<file path="config.mk">
export PLATFORM = sky130hd
export DESIGN_NAME = pcd_decoder
export DESIGN_NICKNAME = d
export VERILOG_FILES = /design/src/core/pcd_pkg.sv /design/src/core/pcd_decoder.sv
export VERILOG_INCLUDE_DIRS = /design/src /design/src/core
export SDC_FILE = /design/constraint.sdc
export NUM_CORES = 1
export LEC_CHECK = 0
export BUFFER_PORTS_ARGS = -buffer_cell sky130_fd_sc_hd__buf_2
export CAP_MARGIN = 15
export CORE_UTILIZATION = 51
export DETAILED_ROUTE_END_ITERATION = 12
export GPL_TIMING_DRIVEN = 0
export PLACE_DENSITY = 0.68
export SKIP_LAST_GASP = 1
export SLEW_MARGIN = 15
export SYNTH_ARGS = -nofsm -noshare
export SYNTH_HDL_FRONTEND = slang
export SYNTH_SLANG_ARGS = --single-unit
</file>
<file path="constraint.sdc">
create_clock -name pclk -period 3.53 [get_ports pclk]
set_clock_uncertainty 0.15 [all_clocks]
set_input_delay 0.1765 -clock pclk [delete_from_list [all_inputs] [get_ports pclk]]
set_output_delay 0.1765 -clock pclk [all_outputs]
set_load 0.1 [all_outputs]
</file>
<file path="src/core/pcd_map.svh">
// Offsets, opcodes, lengths, field values and reset values of the decoder
`ifndef PCD_MAP_SVH
`define PCD_MAP_SVH

// ----------------------------------------------------------------------
// Message opcodes and total lengths
// ----------------------------------------------------------------------
`define PCD_OP_TRIP_CLR 8'h82
`define PCD_OP_RESTART 8'h84
`define PCD_OP_BATTLE 8'h86
`define PCD_OP_LIMIT 8'h90
`define PCD_OP_GROUP 8'h92
`define PCD_LEN_TRIP_CLR 16'h0004
`define PCD_LEN_RESTART 16'h0003
`define PCD_LEN_BATTLE 16'h0005
`define PCD_LEN_LIMIT 16'h000a
`define PCD_LEN_GROUP 16'h000c
`define PCD_LEN_RESP 16'h0004
`define PCD_LEN_HDR 16'h0003
`define PCD_SEL_GRP_BASE 8'h80
`define PCD_ST_ACK 8'h00
`define PCD_ST_NACK 8'h01
`define PCD_ST_WPROT 8'h02
`define PCD_THERM_MIN 16'h0001
`define PCD_THERM_MAX 16'h1388
`define PCD_AMP_RES_MASK 16'hfff8

// ----------------------------------------------------------------------
// APB register offsets and reset values
// ----------------------------------------------------------------------
`define PCD_REG_IRQ_STAT 8'h00
`define PCD_REG_IRQ_MASK 8'h04
`define PCD_REG_TRIP 8'h08
`define PCD_REG_BATTLE 8'h0c
`define PCD_REG_GROUP 8'h10
`define PCD_REG_LIM_SEL 8'h14
`define PCD_REG_LIM_CUR 8'h18
`define PCD_REG_LIM_THERM 8'h1c
`define PCD_IRQ_CMD_OK 0
`define PCD_IRQ_CMD_REJ 1
`define PCD_IRQ_TRIP 2
`define PCD_IRQ_RESTART 3
`define PCD_RST_MASK 4'h0
`define PCD_RST_LIMIT 16'h0000

`endif

</file>
<file path="src/core/pcd_pkg.sv">
// Types shared by the channel command decoder
package pcd_pkg;
  typedef enum logic [2:0] {
    PCD_S_OP = 3'b000,
    PCD_S_LEN_HI = 3'b001,
    PCD_S_LEN_LO = 3'b010,
    PCD_S_PAY = 3'b011,
    PCD_S_EXEC = 3'b100,
    PCD_S_RESP = 3'b101
  } pcd_state_t;

  typedef enum logic [1:0] {
    PCD_TRIP_NONE = 2'b00,
    PCD_TRIP_OVL = 2'b01,
    PCD_TRIP_SC = 2'b10
  } pcd_trip_t;
endpackage

</file>
<file path="src/core/pcd_decoder.sv">
// Channel command decoder: message parser, channel state and APB slave
`include "pcd_map.svh"
module pcd_decoder #(
  parameter int NCH = 8,
  parameter int PBUF = 9
) (
  input wire logic pclk,
  input wire logic presetn,
  input wire logic psel,
  input wire logic penable,
  input wire logic pwrite,
  input wire logic [7:0] paddr,
  input wire logic [31:0] pwdata,
  output logic [31:0] prdata,
  output logic pready,
  output logic pslverr,
  input wire logic rx_valid,
  input wire logic [7:0] rx_data,
  output logic rx_ready,
  output logic tx_valid,
  output logic [7:0] tx_data,
  input wire logic tx_ready,
  input wire logic [7:0] ovl_event,
  input wire logic [7:0] sc_event,
  input wire logic update_busy,
  input wire logic nv_write_protect,
  output logic [7:0] battle_mode,
  output logic [7:0] sc_retry,
  output logic restart,
  output logic update_abort,
  output logic irq
);
  import pcd_pkg::*;

  // ----------------------------------------------------------------------
  // State
  // ----------------------------------------------------------------------
  pcd_state_t state, next_state;
  logic [7:0] op, next_op;
  logic [15:0] len, next_len;
  logic [15:0] cnt, next_cnt;
  logic [7:0] pbuf [PBUF];
  logic [7:0] next_pbuf [PBUF];
  logic [7:0] status, next_status;
  logic [1:0] tx_idx, next_tx_idx;
  logic next_rx_ready, next_tx_valid;
  logic [7:0] next_tx_data;
  pcd_trip_t trip [NCH];
  pcd_trip_t next_trip [NCH];
  logic [3:0] grp [NCH];
  logic [3:0] next_grp [NCH];
  logic [15:0] lim_ovl [NCH];
  logic [15:0] lim_sc [NCH];
  logic [15:0] lim_thr [NCH];
  logic [15:0] next_lim_ovl [NCH];
  logic [15:0] next_lim_sc [NCH];
  logic [15:0] next_lim_thr [NCH];
  logic [7:0] next_battle, next_sc_retry;
  logic next_restart, next_update_abort;
  logic [3:0] evt, next_evt;

  // Expected total length per opcode, zero when not ours
  function automatic logic [15:0] exp_len(input logic [7:0] code);
    unique case (code)
      `PCD_OP_TRIP_CLR: exp_len = `PCD_LEN_TRIP_CLR;
      `PCD_OP_RESTART: exp_len = `PCD_LEN_RESTART;
      `PCD_OP_BATTLE: exp_len = `PCD_LEN_BATTLE;
      `PCD_OP_LIMIT: exp_len = `PCD_LEN_LIMIT;
      `PCD_OP_GROUP: exp_len = `PCD_LEN_GROUP;
      default: exp_len = 16'h0000;
    endcase
  endfunction

  // Selector to channel mask; bit 8 flags a legal selector
  function automatic logic [8:0] sel_decode(input logic [7:0] sel,
                                            input logic [3:0] g [NCH]);
    logic [8:0] r;
    r = 9'h000;
    if (sel >= 8'h01 && sel <= 8'h08) begin
      r[8] = 1'b1;
      r[sel[3:0] - 4'h1] = 1'b1;
    end else if (sel >= 8'h81 && sel <= 8'h88) begin
      r[8] = 1'b1;
      for (int i = 0; i < NCH; i++) begin
        r[i] = (g[i] == 4'(sel - `PCD_SEL_GRP_BASE));
      end
    end
    return r;
  endfunction

  // ----------------------------------------------------------------------
  // Message parser, executor and channel state
  // ----------------------------------------------------------------------
  // Next-state logic; unknown opcodes are consumed silently
  always_comb begin
    logic rx_hs;
    logic [8:0] dec;
    logic [7:0] clr;
    logic ok;
    logic [15:0] ovl_f, sc_f, thr_f;
    logic [3:0] gn;
    logic stop;
    logic [7:0] gmask;
    rx_hs = rx_valid && rx_ready;
    dec = sel_decode(pbuf[0], grp);
    clr = 8'h00;
    ok = 1'b0;
    ovl_f = {pbuf[1], pbuf[2]};
    sc_f = {pbuf[3], pbuf[4]};
    thr_f = {pbuf[5], pbuf[6]};
    gn = pbuf[0][3:0];
    stop = 1'b0;
    gmask = 8'h00;
    next_state = state;
    next_op = op;
    next_len = len;
    next_cnt = cnt;
    next_pbuf = pbuf;
    next_status = status;
    next_tx_idx = tx_idx;
    next_tx_valid = tx_valid;
    next_tx_data = tx_data;
    next_trip = trip;
    next_grp = grp;
    next_lim_ovl = lim_ovl;
    next_lim_sc = lim_sc;
    next_lim_thr = lim_thr;
    next_battle = battle_mode;
    next_sc_retry = 8'h00;
    next_restart = 1'b0;
    next_update_abort = 1'b0;
    next_evt = 4'h0;
    unique case (state)
      PCD_S_OP: begin
        if (rx_hs) begin
          next_op = rx_data;
          next_state = PCD_S_LEN_HI;
        end
      end
      PCD_S_LEN_HI: begin
        if (rx_hs) begin
          next_len = {rx_data, 8'h00};
          next_state = PCD_S_LEN_LO;
        end
      end
      PCD_S_LEN_LO: begin
        if (rx_hs) begin
          next_len = {len[15:8], rx_data};
          next_cnt = 16'h0000;
          next_pbuf = '{default: 8'h00};
          if ({len[15:8], rx_data} <= `PCD_LEN_HDR) begin
            next_state = PCD_S_EXEC;
          end else begin
            next_state = PCD_S_PAY;
          end
        end
      end
      PCD_S_PAY: begin
        if (rx_hs) begin
          // Overlong payloads are drained, only the head is kept
          if (cnt < 16'(PBUF)) begin
            next_pbuf[cnt[3:0]] = rx_data;
          end
          next_cnt = cnt + 16'h0001;
          if (cnt + 16'h0001 == len - `PCD_LEN_HDR) begin
            next_state = PCD_S_EXEC;
          end
        end
      end
      PCD_S_EXEC: begin
        unique case (op)
          `PCD_OP_TRIP_CLR: begin
            ok = dec[8];
            if (ok && len == exp_len(op)) begin
              clr = dec[7:0];
            end
          end
          `PCD_OP_RESTART: begin
            ok = 1'b1;
            if (len == exp_len(op)) begin
              next_restart = 1'b1;
              next_update_abort = update_busy;
            end
          end
          `PCD_OP_BATTLE: begin
            ok = dec[8] && pbuf[1] <= 8'h01;
            if (ok && len == exp_len(op)) begin
              for (int i = 0; i < NCH; i++) begin
                if (dec[i]) begin
                  next_battle[i] = pbuf[1][0];
                end
              end
            end
          end
          `PCD_OP_LIMIT: begin
            ok = dec[8] && !ovl_f[15] && !sc_f[15] &&
                 $signed(thr_f) >= $signed(`PCD_THERM_MIN) &&
                 $signed(thr_f) <= $signed(`PCD_THERM_MAX);
            if (ok && len == exp_len(op)) begin
              for (int i = 0; i < NCH; i++) begin
                if (dec[i]) begin
                  // Kept in 0.0625A units, trimmed to 0.5A steps
                  next_lim_ovl[i] = ovl_f & `PCD_AMP_RES_MASK;
                  next_lim_sc[i] = sc_f & `PCD_AMP_RES_MASK;
                  next_lim_thr[i] = thr_f;
                end
              end
            end
          end
          `PCD_OP_GROUP: begin
            ok = gn != 4'h0 && pbuf[0] <= 8'h08;
            for (int k = 1; k < PBUF; k++) begin
              if (pbuf[k] == 8'h00) begin
                stop = 1'b1;
              end else if (!stop) begin
                if (pbuf[k] > 8'h08) begin
                  ok = 1'b0;
                end else begin
                  gmask[pbuf[k][2:0] - 3'h1] = 1'b1;
                end
              end
            end
            if (ok && len == exp_len(op)) begin
              // Group is replaced by the new list
              for (int i = 0; i < NCH; i++) begin
                if (gmask[i]) begin
                  next_grp[i] = gn;
                end else if (grp[i] == gn) begin
                  next_grp[i] = 4'h0;
                end
              end
            end
          end
          default: ok = 1'b0;
        endcase
        ok = ok && len == exp_len(op);
        if (exp_len(op) != 16'h0000) begin
          if (!ok) begin
            next_status = `PCD_ST_NACK;
          end else if (op == `PCD_OP_LIMIT && nv_write_protect) begin
            next_status = `PCD_ST_WPROT;
          end else begin
            next_status = `PCD_ST_ACK;
          end
          next_evt[`PCD_IRQ_CMD_OK] = ok;
          next_evt[`PCD_IRQ_CMD_REJ] = !ok;
          next_evt[`PCD_IRQ_RESTART] = ok && op == `PCD_OP_RESTART;
          next_tx_valid = 1'b1;
          next_tx_data = op + 8'h01;
          next_tx_idx = 2'h0;
          next_state = PCD_S_RESP;
        end else begin
          next_state = PCD_S_OP;
        end
      end
      PCD_S_RESP: begin
        if (tx_ready) begin
          next_tx_idx = tx_idx + 2'h1;
          unique case (tx_idx)
            2'h0: next_tx_data = 8'(`PCD_LEN_RESP >> 8);
            2'h1: next_tx_data = 8'(`PCD_LEN_RESP & 16'h00ff);
            2'h2: next_tx_data = status;
            2'h3: begin
              next_tx_valid = 1'b0;
              next_state = PCD_S_OP;
            end
          endcase
        end
      end
      default: next_state = PCD_S_OP;
    endcase
    // Trip latching; a short in the clear cycle still lands, an overload on an already tripped channel does not
    // Faults see the mode already in force, not one set at this edge
    for (int i = 0; i < NCH; i++) begin
      if (clr[i]) begin
        next_trip[i] = PCD_TRIP_NONE;
      end
      if (sc_event[i] && battle_mode[i]) begin
        next_sc_retry[i] = 1'b1;
      end else if (sc_event[i]) begin
        next_trip[i] = PCD_TRIP_SC;
        next_evt[`PCD_IRQ_TRIP] = 1'b1;
      end else if (ovl_event[i] && !battle_mode[i] &&
                   trip[i] == PCD_TRIP_NONE) begin
        next_trip[i] = PCD_TRIP_OVL;
        next_evt[`PCD_IRQ_TRIP] = 1'b1;
      end
    end
    next_rx_ready = next_state inside {PCD_S_OP, PCD_S_LEN_HI,
                                       PCD_S_LEN_LO, PCD_S_PAY};
  end

  // Parser and channel registers
  always_ff @(posedge pclk or negedge presetn) begin
    if (!presetn) begin
      state <= PCD_S_OP;
      op <= 8'h00;
      len <= 16'h0000;
      cnt <= 16'h0000;
      pbuf <= '{default: 8'h00};
      status <= 8'h00;
      tx_idx <= 2'h0;
      tx_valid <= 1'b0;
      tx_data <= 8'h00;
      rx_ready <= 1'b0;
      trip <= '{default: PCD_TRIP_NONE};
      grp <= '{default: 4'h0};
      lim_ovl <= '{default: `PCD_RST_LIMIT};
      lim_sc <= '{default: `PCD_RST_LIMIT};
      lim_thr <= '{default: `PCD_RST_LIMIT};
      battle_mode <= 8'h00;
      sc_retry <= 8'h00;
      restart <= 1'b0;
      update_abort <= 1'b0;
      evt <= 4'h0;
    end else begin
      state <= next_state;
      op <= next_op;
      len <= next_len;
      cnt <= next_cnt;
      pbuf <= next_pbuf;
      status <= next_status;
      tx_idx <= next_tx_idx;
      tx_valid <= next_tx_valid;
      tx_data <= next_tx_data;
      rx_ready <= next_rx_ready;
      trip <= next_trip;
      grp <= next_grp;
      lim_ovl <= next_lim_ovl;
      lim_sc <= next_lim_sc;
      lim_thr <= next_lim_thr;
      battle_mode <= next_battle;
      sc_retry <= next_sc_retry;
      restart <= next_restart;
      update_abort <= next_update_abort;
      evt <= next_evt;
    end
  end

  // ----------------------------------------------------------------------
  // APB slave and interrupt
  // ----------------------------------------------------------------------
  logic [3:0] irq_stat, next_irq_stat, irq_mask, next_irq_mask;
  logic [2:0] lim_sel, next_lim_sel;
  logic [31:0] next_prdata;
  logic next_pready, next_pslverr, next_irq;

  // Data is fetched in setup so the access phase answers at once
  always_comb begin
    logic setup, wr;
    setup = psel && !penable;
    wr = psel && penable && pready && pwrite;
    next_irq_stat = irq_stat | evt;
    next_irq_mask = irq_mask;
    next_lim_sel = lim_sel;
    next_prdata = prdata;
    next_pslverr = 1'b0; // Stands for the access cycle only
    next_pready = setup;
    if (wr && !pslverr) begin
      unique case (paddr)
        // Clear by one; a new event in the same cycle survives
        `PCD_REG_IRQ_STAT: next_irq_stat = (irq_stat & ~pwdata[3:0]) | evt;
        `PCD_REG_IRQ_MASK: next_irq_mask = pwdata[3:0];
        `PCD_REG_LIM_SEL: next_lim_sel = pwdata[2:0];
        default: next_lim_sel = lim_sel;
      endcase
    end
    if (setup) begin
      next_prdata = 32'h0000_0000;
      next_pslverr = 1'b0;
      unique case (paddr)
        `PCD_REG_IRQ_STAT: next_prdata[3:0] = irq_stat;
        `PCD_REG_IRQ_MASK: next_prdata[3:0] = irq_mask;
        `PCD_REG_TRIP: begin
          for (int i = 0; i < NCH; i++) begin
            next_prdata[2*i +: 2] = trip[i];
          end
        end
        `PCD_REG_BATTLE: next_prdata[7:0] = battle_mode;
        `PCD_REG_GROUP: begin
          for (int i = 0; i < NCH; i++) begin
            next_prdata[4*i +: 4] = grp[i];
          end
        end
        `PCD_REG_LIM_SEL: next_prdata[2:0] = lim_sel;
        `PCD_REG_LIM_CUR: next_prdata = {lim_sc[lim_sel], lim_ovl[lim_sel]};
        `PCD_REG_LIM_THERM: next_prdata[15:0] = lim_thr[lim_sel];
        default: next_pslverr = 1'b1;
      endcase
    end
    next_irq = |(next_irq_stat & next_irq_mask);
  end

  // Bus and interrupt registers
  always_ff @(posedge pclk or negedge presetn) begin
    if (!presetn) begin
      irq_stat <= 4'h0;
      irq_mask <= `PCD_RST_MASK;
      lim_sel <= 3'h0;
      prdata <= 32'h0000_0000;
      pready <= 1'b0;
      pslverr <= 1'b0;
      irq <= 1'b0;
    end else begin
      irq_stat <= next_irq_stat;
      irq_mask <= next_irq_mask;
      lim_sel <= next_lim_sel;
      prdata <= next_prdata;
      pready <= next_pready;
      pslverr <= next_pslverr;
      irq <= next_irq;
    end
  end
endmodule

</file>
==> summary.txt <==
Relative slew slack: 17.6%
Post-Synth Simple-Gate Area: 11.1%
First-pass GRT wire length: 127 mm
Cell taking the most area after synthesis: dfrtp_1
Num CTS Buffers: 61
Sink Count: 581
Reg2reg start: lim_sel[1]$_DFFE_PN0P_
Synth cell types: 80
Ys async rst share: 100%
Cells after Synth: 2435
Clock share of power: 32.1%
Critical Path End Type: flip-flop
Peak Freq: 282 MHz
Fin. Hold Viols: 0
Core Area: 0.0554 mm²
Yosys warnings: 0
Congestion Overflow GR: 0
Min-delay worst type: in2reg
Worst VDD drop: 0.408 mV
Wire per inst: 23.7 µm
Post-Syn Nets: 2543
Share of cells above drive strength 1: 26.0%
Fillcell total: 4418
Top cell type's share of synthesized area: 50.6%
Die Height: 239 µm
Switch Pwr: 7.21 mW
Reg power frac: 37.8%
PortBufs: 106
DRT iter0 DRCs: 1663
Crit-path max FO: 10
Top Ports: 136
EDFF count, synth: 0
Reg clk slew, reported paths: 0.06 ns
PwrDens: 604 mW/mm²
Worst path required time: 3.91 ns
Vias in the first global route: 21200
Sw frac: 35.8%
Initial antenna violation count: 1
ANT nets after route: 0
Mux contribution to synthesized area: 20.6%
Outcome: finished with violations
Drt pass-1 iters: 5
Clock latency on the worst-skew pair: 0.64 ns
CP startpoint kind: flip-flop
Seq/Total Area, Yosys: 50.6%
Final setup TNS: -0.0149 ns
XOR/XNOR Fraction of Synth Area: 2.62%
Largest family of logic cells by synthesized area: multiplexers
CTS tree: yes
Top FF cell, synth: dfrtp_1
Compound-Gate Fraction of Synth Area: 9.82%
Via count: 21000
CP Data Arrival Time: 3.92 ns
Top post-synthesis cells by area: dfrtp_1, mux2_2, mux4_2, o21ai_0, nand2_1
Final net count: 2776
GP Congestion: 0.952
Combinational share of power: 30.1%
Yosys reg bits: 581
Power consumption: 20.1 mW
Placed standard-cell area: 0.0304 mm²
Non-Filler Instances: 3467
Cell total after placement: 3297
Setup crit start: lim_sel[1]$_DFFE_PN0P_
PnR worst setup slack: -0.0149 ns
Cell area after synthesis: 0.0288 mm²
Root buf cell: clkbuf_16
P_leak: 15.2 nW
All-layer global routing usage: 29.3%
Adder-Cell Fraction of Synth Area: 1.60%
DP Worst Slack: -0.439 ns
Die X: 239 µm
Area growth syn-to-layout: 15.9%
Post-route cell area: 0.0333 mm²
FP Rows: 86
# Max-Cap Violations: 0
Residual DRC: 0
Final Critical Period: 3.54 ns
Largest net degree at the start of global routing: 116
CTS H-tree lvls: 2
Failing checks: negative setup slack
Full die area: 0.0573 mm²
Bufs on Longest Clock Path: 3
Final Cycle Share: 100%
Int Power: 12.9 mW
Final number of setup-violating endpoints: 1
Worst-Margin Slew: 1.24 ns
Via-per-instance ratio: 6.04
WS Path Type: reg2reg
Initial core utilization: 51.9%
HP Start: paddr[4]
Final HPWL from detailed placement: 58.6 mm
DRT Wirelength: 82.3 mm
Fin. max-slew vios: 0
Syn avg cell area: 11.8 µm²
## worst max-delay path, stage by stage (launching register included)
cell and delay, ns:
dfrtp_1 0.32, clkbuf_1 0.46, buf_1 0.57, clkdlybuf4s15_1 0.84, mux4_2 0.42, mux2i_1 0.21, o22ai_1 0.22, o22a_1 0.24
## layout by cell type (no fill, tap or decap), types with 29 or more instances in the layout
master	n
mux4_2	84
xnor2_1	46
buf_2	111
inv_1	75
clkbuf_16	62
buf_6	29
a21oi_1	48
mux2_2	294
o21ai_0	189
mux2i_1	52
nor2b_1	55
clkbuf_1	102
xor2_1	40
ha_1	35
dfrtp_1	578
nor2_1	71
dlygate4sd3_1	46
nand2_1	229
nand3_1	64
## power groups by stage
stage | Sequential [mW] | Clock (mW) | Combinational, mW
CTS | 7.58 | 6.51 | 5.87
finish | 7.61 | 6.45 | 6.06
detailed placement | 7.67 | 0 | 5.78
global route | 7.67 | 6.80 | 6.64
floorplan | 7.62 | 0 | 3.98
global placement | 7.64 | 0 | 5.58
## what timing repair did
action                     CTS  global route
hold endpoints to repair   336             0
gates cloned                 0             1
setup endpoints to repair  400           434
setup buffers               11             2
pin swaps                    9             2
resized for setup           29            24
hold buffers                46             0
## layout make-up
type	count	area, µm²	share of cell area (%)
Inverter	76	285	0.856
Buffer	151	857	2.57
Sequential cell	581	14500	43.6
Timing Repair Buffer	174	1390	4.18
Clock inverter	28	256	0.770
Tap cell	748	936	2.81
Antenna cell	1	2.50	0.00751
Multi-Input combinational cell	1623	13300	39.9
Clock buffer	85	1770	5.30
## worst paths after layout
| path | slack [ns] | end | cells after the start |
|---|---|---|---|
| worst min-delay path | 0.07 | prdata[5]$_DFFE_PN0P_ | 4 |
| worst min register to register | 0.32 | prdata[17]$_DFFE_PN0P_ | 2 |
| max in group asynchronous | 0.52 | lim_sc[120]$_DFFE_PN0P_ | 7 |
| worst max register to register | -0.01 | prdata[10]$_DFFE_PN0P_ | 7 |
| worst max-delay path | -0.01 | prdata[10]$_DFFE_PN0P_ | 7 |
| min in group asynchronous | 0.47 | pready$_DFF_PN0_ | 3 |
## through the flow
stage	hold WS, ns	util (%)
after global routing	0.106	60.1
after detailed placement	0.0666	54.9
after floorplan	-0.269	-
after CTS	0.0423	59.9
after global placement	0.228	54.5
final	0.0670	60.1
## Yosys cell counts, drive strengths merged (17+ instances only)
library cell  instances
mux2                313
ha                   35
nor4                 31
a22o                 24
inv                  75
nor2                 80
nor3                 29
a21oi                51
xor2                 40
clkbuf               99
and2                 18
nand4                17
nand2b               21
nand2               229
mux2i                52
mux4                 84
or4                  17
dfrtp               581
o21ai               190
buf                  56
nand3                65
a21o                 18
xnor2                46
nor2b                55
## state kept, by name, summed over array words and instances, names as in the netlist, 8 cells and up
signal and cells:
len 16, trip 16, tx_data 8, prdata 32, cnt 16, sc_retry 8, battle_mode 8, lim_sc 104
pbuf 72, grp 32, lim_ovl 104, op 8, lim_thr 128
## routing by layer
| layer | share of wire, % | up-vias | global-route usage (%) |
|---|---|---|---|
| met3 | 5.6 | 155 | 4.23 |
| met2 | 48 | 622 | 47.2 |
| met4 | 3.3 | 0 | 9.93 |
| li1 | - | 9306 | - |
| met1 | 44 | 10900 | 40.7 |
| met5 | 0 | - | 0 |
## kinds of logic after synthesis
kind of cell	after synthesis
and+or+nand+nor	620
DFF	581
muxes	449
AOI/OAI and AO/OA	431
buffers and inverters	231
xor gates and xnor gates	86
adders and majority gates	37
Power figures use the tool's default switching activity.
